### src/core/mrsm_defs.svh
// Purpose: Shared constants for the MII receive and station management block
// Assumes: 125 MHz system clock
// Notes: Times are kept in their own unit, and cycle counts are derived from them
`ifndef MRSM_DEFS_SVH
`define MRSM_DEFS_SVH

// Clock rates in kHz
`define MRSM_CLK_FREQ_KHZ 125000
`define MRSM_MDC_FREQ_KHZ 1500
// Half period of the management clock, rounded up so the clock never runs above its rate
`define MRSM_MDC_HALF_CYC ((`MRSM_CLK_FREQ_KHZ + 2 * `MRSM_MDC_FREQ_KHZ - 1) / (2 * `MRSM_MDC_FREQ_KHZ))

// Management frame layout, counted in bits from the first preamble bit
`define MRSM_FRAME_BITS 64
`define MRSM_PREAMBLE 32'hFFFFFFFF
`define MRSM_START 2'h1
`define MRSM_OP_WRITE 2'h1
`define MRSM_OP_READ 2'h2
`define MRSM_TA_WRITE 2'h2
`define MRSM_TA_FIRST_BIT 46
`define MRSM_DATA_FIRST_BIT 48

// Pin select encodings (configuration EEPROM offset 0x02)
`define MRSM_PSEL_EEPROM_OFFSET 8'h02
`define MRSM_PSEL_GPIO 1'b0
`define MRSM_PSEL_MII 1'b1

// Port 2 pin positions
`define MRSM_P2_RXCLK 0
`define MRSM_P2_NIBBLE_LSB 1
`define MRSM_P2_DV 5

`endif

### src/core/mrsm_pkg.sv
// Purpose: Types shared by the management master and the top level
// Assumes: mrsm_defs.svh holds all numeric constants
// Notes: Types only
package mrsm_pkg;

    // One management request
    typedef struct packed {
        logic        write;
        logic [4:0]  phy_addr;
        logic [4:0]  reg_addr;
        logic [15:0] wdata;
    } mrsm_mgmt_req_t;

    // One received byte
    typedef struct packed {
        logic [7:0] data;
        logic       err;
    } mrsm_rx_byte_t;

    // Management serial states
    typedef enum logic [1:0] {
        MS_IDLE,
        MS_LOW,
        MS_HIGH
    } mrsm_mgmt_state_t;

endpackage

### src/core/mrsm_top.sv
// Purpose: MII receive pins and station management port with pin sharing
// Assumes: Pin selects are static configuration loaded from EEPROM offset 0x02
// Notes: All pin inputs pass two flip-flops; the receive clock is sampled, not used as a clock
//
// Functional notes
// - Device drives the management clock and times every management transfer from it.
// - Management data bits in both directions align to the management clock rising edge.
// - Management clock runs just under 1.5 MHz: 42-cycle half period at 125 MHz, about 1488 kHz.
// - Management frames follow the standard preamble, start, op, address, turnaround, data order.
// - Management data pin is bidirectional: device sends and receives on it.
// - Port-1 pin select chooses management clock/data or port-1 bits 0 and 1.
// - Receive valid marks valid data; data is ignored while valid is low.
// - Port-2 pin select chooses receive pins or port-2 general bits.
`timescale 1ns/1ps
`include "mrsm_defs.svh"

module mrsm_top #(
    parameter int MDC_HALF_CYC = `MRSM_MDC_HALF_CYC
) (
    // Clock and reset
    input  wire logic i_clk,
    input  wire logic i_sys_rst,
    // Pin select configuration
    input  wire logic i_port1_pin_select,
    input  wire logic i_port2_pin_select,
    // Management request port
    input  wire logic i_mgmt_start,
    input  mrsm_pkg::mrsm_mgmt_req_t i_mgmt_req,
    output logic o_mgmt_busy,
    output logic o_mgmt_done,
    output logic [15:0] o_mgmt_rdata,
    // Port 1 general purpose side
    input  wire logic [1:0] i_port1_gpio_out,
    input  wire logic [1:0] i_port1_gpio_oe,
    output logic [1:0] o_port1_gpio_in,
    // Port 1 pins: bit0 management clock, bit1 management data
    input  wire logic i_port1_bit0,
    output logic o_port1_bit0,
    output logic o_port1_bit0_oe,
    input  wire logic i_port1_bit1,
    output logic o_port1_bit1,
    output logic o_port1_bit1_oe,
    // Port 2 pins: bit0 receive clock, bits 1-4 receive nibble, bit5 valid
    input  wire logic [5:0] i_port2_pins,
    input  wire logic i_rx_error_pin,
    output logic [5:0] o_port2_gpio_in,
    // Receive byte stream
    output mrsm_pkg::mrsm_rx_byte_t o_rx_byte,
    output logic o_rx_byte_valid,
    output logic o_rx_frame_active,
    output logic o_rx_frame_end,
    output logic o_rx_odd_nibble
);
    import mrsm_pkg::*;

    logic [1:0] p1_s1_r;
    logic [1:0] p1_s2_r;
    logic [6:0] p2_s1_r;
    logic [6:0] p2_s2_r;
    logic rxclk_d_r;
    logic rx_rise;
    logic mgmt_en;
    logic rx_en;
    logic eng_busy;
    logic eng_done;
    logic [15:0] eng_rdata;
    logic eng_mdc;
    logic eng_mdio;
    logic eng_mdio_oe;
    logic dv_d_r;
    logic half_r;
    logic [3:0] low_nib_r;
    logic low_err_r;

    assign mgmt_en = (i_port1_pin_select == `MRSM_PSEL_MII);
    assign rx_en = (i_port2_pin_select == `MRSM_PSEL_MII);

    // Two-stage synchronisers for every pin input; first stage feeds only the second
    always_ff @(posedge i_clk or posedge i_sys_rst)
    begin
        if (i_sys_rst)
        begin
            p1_s1_r <= 2'h0;
            p1_s2_r <= 2'h0;
            p2_s1_r <= 7'h00;
            p2_s2_r <= 7'h00;
        end
        else
        begin
            p1_s1_r <= {i_port1_bit1, i_port1_bit0};
            p1_s2_r <= p1_s1_r;
            p2_s1_r <= {i_rx_error_pin, i_port2_pins};
            p2_s2_r <= p2_s1_r;
        end
    end

    // Receive clock edge finder on the synchronised copy
    always_ff @(posedge i_clk or posedge i_sys_rst)
    begin
        if (i_sys_rst)
            rxclk_d_r <= 1'b0;
        else
            rxclk_d_r <= p2_s2_r[`MRSM_P2_RXCLK];
    end

    // Data and clock share the same synchroniser depth, so the sample lines up with the edge
    assign rx_rise = rx_en && p2_s2_r[`MRSM_P2_RXCLK] && !rxclk_d_r;

    // Management engine; requests are taken only when port 1 carries management
    mrsm_mdio_master #(
        .HALF_CYC(MDC_HALF_CYC)
    ) u_master (
        .i_clk(i_clk),
        .i_sys_rst(i_sys_rst),
        .i_start(i_mgmt_start && mgmt_en),
        .i_req(i_mgmt_req),
        .o_busy(eng_busy),
        .o_done(eng_done),
        .o_rdata(eng_rdata),
        .i_mdio_in(p1_s2_r[1]),
        .o_mdc(eng_mdc),
        .o_mdio_out(eng_mdio),
        .o_mdio_oe(eng_mdio_oe)
    );

    // Management status registered for the request side
    always_ff @(posedge i_clk or posedge i_sys_rst)
    begin
        if (i_sys_rst)
        begin
            o_mgmt_busy <= 1'b0;
            o_mgmt_done <= 1'b0;
            o_mgmt_rdata <= 16'h0000;
        end
        else
        begin
            o_mgmt_busy <= eng_busy;
            o_mgmt_done <= eng_done;
            if (eng_done)
                o_mgmt_rdata <= eng_rdata;
        end
    end

    // Port 1 pin mux; clock and data both pass one flop so they stay aligned
    always_ff @(posedge i_clk or posedge i_sys_rst)
    begin
        if (i_sys_rst)
        begin
            o_port1_bit0 <= 1'b0;
            o_port1_bit0_oe <= 1'b0;
            o_port1_bit1 <= 1'b0;
            o_port1_bit1_oe <= 1'b0;
            o_port1_gpio_in <= 2'h0;
        end
        else if (mgmt_en)
        begin
            o_port1_bit0 <= eng_mdc;
            o_port1_bit0_oe <= 1'b1;
            o_port1_bit1 <= eng_mdio;
            o_port1_bit1_oe <= eng_mdio_oe;
            o_port1_gpio_in <= 2'h0;
        end
        else
        begin
            o_port1_bit0 <= i_port1_gpio_out[0];
            o_port1_bit0_oe <= i_port1_gpio_oe[0];
            o_port1_bit1 <= i_port1_gpio_out[1];
            o_port1_bit1_oe <= i_port1_gpio_oe[1];
            o_port1_gpio_in <= p1_s2_r;
        end
    end

    // Port 2 general inputs, shown only when the pins are not used for receive
    always_ff @(posedge i_clk or posedge i_sys_rst)
    begin
        if (i_sys_rst)
            o_port2_gpio_in <= 6'h00;
        else
            o_port2_gpio_in <= rx_en ? 6'h00 : p2_s2_r[5:0];
    end

    // Nibble pairing: low nibble first; the nibble bus is ignored while valid is low
    always_ff @(posedge i_clk or posedge i_sys_rst)
    begin
        if (i_sys_rst)
        begin
            dv_d_r <= 1'b0;
            half_r <= 1'b0;
            low_nib_r <= 4'h0;
            low_err_r <= 1'b0;
            o_rx_byte <= '0;
            o_rx_byte_valid <= 1'b0;
            o_rx_frame_active <= 1'b0;
            o_rx_frame_end <= 1'b0;
            o_rx_odd_nibble <= 1'b0;
        end
        else
        begin
            o_rx_byte_valid <= 1'b0;
            o_rx_frame_end <= 1'b0;
            if (!rx_en)
            begin
                // Leaving receive mode abandons any frame in flight
                dv_d_r <= 1'b0;
                half_r <= 1'b0;
                o_rx_frame_active <= 1'b0;
            end
            else if (rx_rise)
            begin
                dv_d_r <= p2_s2_r[`MRSM_P2_DV];
                if (p2_s2_r[`MRSM_P2_DV])
                begin
                    o_rx_frame_active <= 1'b1;
                    o_rx_odd_nibble <= 1'b0;
                    if (!half_r)
                    begin
                        low_nib_r <= p2_s2_r[`MRSM_P2_NIBBLE_LSB +: 4];
                        low_err_r <= p2_s2_r[6];
                        half_r <= 1'b1;
                    end
                    else
                    begin
                        o_rx_byte.data <= {p2_s2_r[`MRSM_P2_NIBBLE_LSB +: 4], low_nib_r};
                        o_rx_byte.err <= low_err_r | p2_s2_r[6];
                        o_rx_byte_valid <= 1'b1;
                        half_r <= 1'b0;
                    end
                end
                else if (dv_d_r)
                begin
                    // Valid fell: close the frame, a dangling nibble is dropped and flagged
                    o_rx_frame_active <= 1'b0;
                    o_rx_frame_end <= 1'b1;
                    o_rx_odd_nibble <= half_r;
                    half_r <= 1'b0;
                end
            end
        end
    end

endmodule

### src/core/mrsm_mdio_master.sv
// Purpose: Serial engine for one management frame
// Assumes: i_mdio_in is already synchronised to i_clk
// Notes: Data changes at the clock fall so it is stable at the rise
`timescale 1ns/1ps
`include "mrsm_defs.svh"

module mrsm_mdio_master #(
    parameter int HALF_CYC = `MRSM_MDC_HALF_CYC
) (
    // Clock and reset
    input  wire logic i_clk,
    input  wire logic i_sys_rst,
    // Request side
    input  wire logic i_start,
    input  mrsm_pkg::mrsm_mgmt_req_t i_req,
    output logic o_busy,
    output logic o_done,
    output logic [15:0] o_rdata,
    // Serial side
    input  wire logic i_mdio_in,
    output logic o_mdc,
    output logic o_mdio_out,
    output logic o_mdio_oe
);
    import mrsm_pkg::*;

    mrsm_mgmt_state_t state_r;
    logic [7:0] cnt_r;
    logic [5:0] bit_r;
    logic [63:0] shift_r;
    logic wr_r;
    logic tick;

    assign tick = (cnt_r == 8'(HALF_CYC - 1));
    assign o_busy = (state_r != MS_IDLE);

    // Half-period divider, held in idle so each frame starts aligned
    always_ff @(posedge i_clk or posedge i_sys_rst)
    begin
        if (i_sys_rst)
            cnt_r <= 8'h00;
        else if (state_r == MS_IDLE || tick)
            cnt_r <= 8'h00;
        else
            cnt_r <= cnt_r + 8'h01;
    end

    // Frame sequencing; the clock is made here, the only timing reference
    always_ff @(posedge i_clk or posedge i_sys_rst)
    begin
        if (i_sys_rst)
        begin
            state_r <= MS_IDLE;
            o_mdc <= 1'b0;
            o_done <= 1'b0;
            bit_r <= 6'h00;
            wr_r <= 1'b0;
            shift_r <= 64'h0;
            o_mdio_out <= 1'b0;
            o_mdio_oe <= 1'b0;
        end
        else
        begin
            o_done <= 1'b0;
            case (state_r)
                MS_IDLE:
                begin
                    o_mdc <= 1'b0;
                    o_mdio_oe <= 1'b0;
                    if (i_start)
                    begin
                        // Preamble, start, op, addresses, turnaround, data
                        shift_r <= {`MRSM_PREAMBLE, `MRSM_START,
                                    i_req.write ? `MRSM_OP_WRITE : `MRSM_OP_READ,
                                    i_req.phy_addr, i_req.reg_addr, `MRSM_TA_WRITE, i_req.wdata};
                        wr_r <= i_req.write;
                        bit_r <= 6'h00;
                        o_mdio_out <= 1'b1;
                        o_mdio_oe <= 1'b1;
                        state_r <= MS_LOW;
                    end
                end
                MS_LOW:
                    if (tick)
                    begin
                        o_mdc <= 1'b1;
                        state_r <= MS_HIGH;
                    end
                MS_HIGH:
                    if (tick)
                    begin
                        o_mdc <= 1'b0;
                        if (bit_r == 6'(`MRSM_FRAME_BITS - 1))
                        begin
                            state_r <= MS_IDLE;
                            o_mdio_oe <= 1'b0;
                            o_done <= 1'b1;
                        end
                        else
                        begin
                            // Next bit launched on the fall
                            bit_r <= bit_r + 6'h01;
                            shift_r <= {shift_r[62:0], 1'b0};
                            o_mdio_out <= shift_r[62];
                            // Release from turnaround on reads so the phy can drive
                            o_mdio_oe <= wr_r || (bit_r + 6'h01 < 6'(`MRSM_TA_FIRST_BIT));
                            state_r <= MS_LOW;
                        end
                    end
                default:
                    state_r <= MS_IDLE;
            endcase
        end
    end

    // Read data sampled at the rising edge
    always_ff @(posedge i_clk or posedge i_sys_rst)
    begin
        if (i_sys_rst)
            o_rdata <= 16'h0000;
        else if (state_r == MS_LOW && tick && !wr_r && bit_r >= 6'(`MRSM_DATA_FIRST_BIT))
            o_rdata <= {o_rdata[14:0], i_mdio_in};
    end

endmodule

### config.mk
export PLATFORM = sky130hd
export DESIGN_NAME = mrsm_top
export DESIGN_NICKNAME = d
export VERILOG_FILES = /design/src/core/mrsm_pkg.sv /design/src/core/mrsm_top.sv /design/src/core/mrsm_mdio_master.sv
export VERILOG_INCLUDE_DIRS = /design/src /design/src/core
export SDC_FILE = /design/constraint.sdc
export NUM_CORES = 1
export LEC_CHECK = 0
export BUFFER_PORTS_ARGS = -buffer_cell sky130_fd_sc_hd__buf_2
export CORE_UTILIZATION = 51
export CTS_CLUSTER_DIAMETER = 150
export CTS_CLUSTER_SIZE = 25
export DETAILED_ROUTE_END_ITERATION = 10
export PLACE_DENSITY = 0.75
export SLEW_MARGIN = 20
export SYNTH_ARGS = -nofsm -noshare
export SYNTH_HDL_FRONTEND = slang
export SYNTH_SLANG_ARGS = --single-unit
### constraint.sdc
create_clock -name i_clk -period 5.7 [get_ports i_clk]
set_input_delay 1.425 -clock i_clk [delete_from_list [all_inputs] [get_ports i_clk]]
set_output_delay 1.425 -clock i_clk [all_outputs]
set_load 0.01 [all_outputs]
==> flow_summary_export.csv <==
group,metric,value,unit
final_layout,areaGrowthSynthToFinish,19.0,%
floorplan,io-pin-count,88,
power,max-vdd-ir-drop,0.000249,V
synthesis,yosys.cell_types.count,41,
cts,clkSlewWorstSetupHoldPaths,60,ps
placement,place.port_buffers,87,
floorplan,start_util,52.9,%
sta,setup_tns,0,ps
synthesis,synth-warning-count,0,
final_layout,final_layout_size_suffix_gt1_share,31.2,%
floorplan,die_area,13100,um^2
power,p_leak,3.88,nW
cts,clock_buffers_created_by_tritoncts,17,
critical_path,timing.critical_path.slowest_cell_delay,850,ps
final_layout,nets,616,
cts,cts.repair.resized,0,
sta,max_slew_margin,28.7,%
synthesis,ys_seq_area_share,65.8,%
cts,clock_sinks,169,
critical_path,worst-path-max-fanout,60,
critical_path,critical_path.cell_chain,"nor2b_2 > nand4_2 > o21ai_4 > buf_4 > o21ai_0 > a21o_1",
global_route,global_route.overflow_total,0,
cts,postcts_setup_bufs,0,
sta,max_slew.worst_pin.slew,1060,ps
cts,cts.path.max_buffers,2,
sta,timing.final.hold_violations,0,
sta,post-route-min-period,3420,ps
critical_path,crit_slowest_cell,"sky130_fd_sc_hd__nor2b_2",
power,fin_total_pwr,2.52,mW
sta,post-route-period-util,60.0,%
route,finalWirelength,11100,um
sta,report.final.setup_viol,0,
critical_path,worst-setup-path-type,"reg -> reg",
cts,htreeDepth,4,
synthesis,synth_fp_nets,528,
route,wl_per_cell,14.9,um
cts,cts_hold_repair.buffers,0,
sta,final_setup_skew,6.25,ps
status,status,"finished, final reports clean",
placement,detailedPlacementHpwl,7430,um
sta,grt_setup_unrepaired,"no",
route,antenna_violating_nets_left,0,
cts,tritoncts_clock_tree,"yes",
sta,clock.fmax,292,MHz
cts,clock_latency_on_the_worst_skew_pair,410,ps
critical_path,worst_ep_arrival_time,3720,ps
global_route,globalRouteTotalUtil,19.0,%
critical_path,worstPathRequired,6000,ps
critical_path,endpoint_class_of_the_critical_path,"register",
route,vias_per_std_cell,5.21,
sta,timing.final.max_slew_violations,0,
synthesis,syn-mean-instance-area,13.4,um^2
placement,finalWeightedCongestion,0.758,
job,cap_viol_max_count,0,
global_route,grt_first_pass_wirelength,19000,um
floorplan,core,12200,um^2
worst_hold_path,hp-class,"reg -> reg",
floorplan,die_width,114,um
final_layout,antenna_diode_count,0,
route,vias,3900,
floorplan,fp.dieH,114,um
global_route,grt_antenna_before_repair,1,
route,drtPass1Iterations,4,
route,drt_drc_violations_left,0,
route,drt-initial-drc-count,296,
synthesis,synth-seq-cells,169,
cts,root_buffer,"sky130_fd_sc_hd__clkbuf_16",
synthesis,mappedNetlistArea,6430,um^2
synthesis,syn-instance-count,480,
critical_path,start_kind,"register",
global_route,grt_pass1_vias,3991,
floorplan,core.rowCount,40,
global_route,grt_max_degree,61,
final_layout,nFillCells,956,
power,power.density_cell_area,329,nW/um^2
critical path: cells and delay by family (launching register included):
family,cells,cell delay (ps)
and+or+nand+nor,2,1190
AOI/OAI and AO/OA,3,1070
buffers and inverters,1,580
DFF,1,450
area by class of cell:
type / instances / area [um^2] / share of cell area (%)
flip-flops and latches: 169 / 4230 / 55.3
multi-input cells: 278 / 2070 / 27.0
clock buffers: 24 / 512 / 6.69
repair buffers: 93 / 484 / 6.33
well taps: 168 / 210 / 2.75
clock inverters: 7 / 113 / 1.47
inverters: 9 / 37.5 / 0.490
per-stage QoR:
step                cell area [um^2]  util (%)  cells  hold WS (ps)  worst slack, ps
detailed placement              7020      57.7    716           345             2270
global placement                7020      57.7    716           333             2310
floorplan                       6430         -    480           331             2120
global route                    7650      62.9    748           363             1940
finish                          7650      62.9    748           352             2280
CTS                             7640      62.8    747           358             2280
metal layers:
layer  wire length (um)  part of all wire (%)  up-vias  GRT usage (%)
met3                566                   5.1       16           6.30
met1               5060                    45     1930           24.4
met4                155                   1.4        0           6.93
met2               5360                    48       92           30.3
met5                  0                     0        -              0
li1                   -                     -     1862              -
layout by cell type, fill, tap and decap left out, types with 16 or more instances in the layout:
master and n:
sky130_fd_sc_hd__dfrtp_1 169, sky130_fd_sc_hd__buf_2 87, sky130_fd_sc_hd__mux2_2 47, sky130_fd_sc_hd__nor2_1 43, sky130_fd_sc_hd__o22a_1 35, sky130_fd_sc_hd__a21oi_1 30, sky130_fd_sc_hd__mux2i_1 26, sky130_fd_sc_hd__clkbuf_16 17
sky130_fd_sc_hd__nand2_1 16
worst paths after layout:
check                                                start                               end  slack, ps  cells past startpoint
max reg2reg                u_master.state_r[0]$_DFFE_PP0P_     u_master.bit_r[3]$_DFFE_PP0P_       2280                      6
max                        u_master.state_r[0]$_DFFE_PP0P_     u_master.bit_r[3]$_DFFE_PP0P_       2280                      6
max in group asynchronous                        i_sys_rst   u_master.o_rdata[5]$_DFFE_PP0P_       3620                      3
min reg2reg                           p2_s1_r[0]$_DFF_PP0_              p2_s2_r[0]$_DFF_PP0_        350                      0
min                                   p2_s1_r[0]$_DFF_PP0_              p2_s2_r[0]$_DFF_PP0_        350                      0
min in group asynchronous                        i_sys_rst  u_master.o_rdata[14]$_DFFE_PP0P_       1050                      2
Yosys cell counts, drive strengths merged:
cell	instances	area share [%]
dfrtp	169	66
mux2	48	8.4
nor2	43	2.5
o22a	35	4.8
a21oi	30	2.3
mux2i	26	4.0
nand2	16	0.93
buf	15	1.2
o21ai	13	1.0
nand3	12	1.0
nor2b	10	0.97
clkbuf	9	0.53
inv	9	0.53
or2	5	0.49
a22o	4	0.54
and3	4	0.39
xor2	4	0.54
ha	3	0.58
xnor2	3	0.41
a21boi	2	0.23
a21o	2	0.23
nand2b	2	0.19
nor3	2	0.16
nor3b	2	0.23
nor4b	2	0.51
o22ai	2	0.19
a31oi	1	0.097
nand4	1	0.19
nor4	1	0.33
o21a	1	0.12
o221ai	1	0.14
o311a	1	0.16
o31ai	1	0.12
or3	1	0.097
flip-flops by register name, indices dropped and copies added (netlist names), 4 cells and up:
register / flops
u_master.shift_r: 63
o_mgmt_rdata: 16
u_master.o_rdata: 16
o_rx_byte: 9
u_master.cnt_r: 8
p2_s1_r: 7
p2_s2_r: 7
o_port2_gpio_in: 6
u_master.bit_r: 6
low_nib_r: 4
power by group:
part | switching (mW) | total [mW] | internal (mW)
combinational | 0.0519 | 0.0921 | 0.0402
sequential | 0.0163 | 1.25 | 1.23
clock | 0.422 | 1.18 | 0.755
total | 0.490 | 2.52 | 2.03
cells by family (layout without fill, tap and decap cells):
group	count (synthesis)	count (layout)	synth area share, %
buffers and inverters	33	133	2.28
adders and majority gates	3	3	0.584
DFF	169	169	65.8
muxes	74	74	12.5
and+or+nand+nor	101	101	8.02
AOI/OAI and AO/OA	93	93	9.94
xor gates and xnor gates	7	7	0.954
Note: power is estimated with default switching activity, not from simulation.
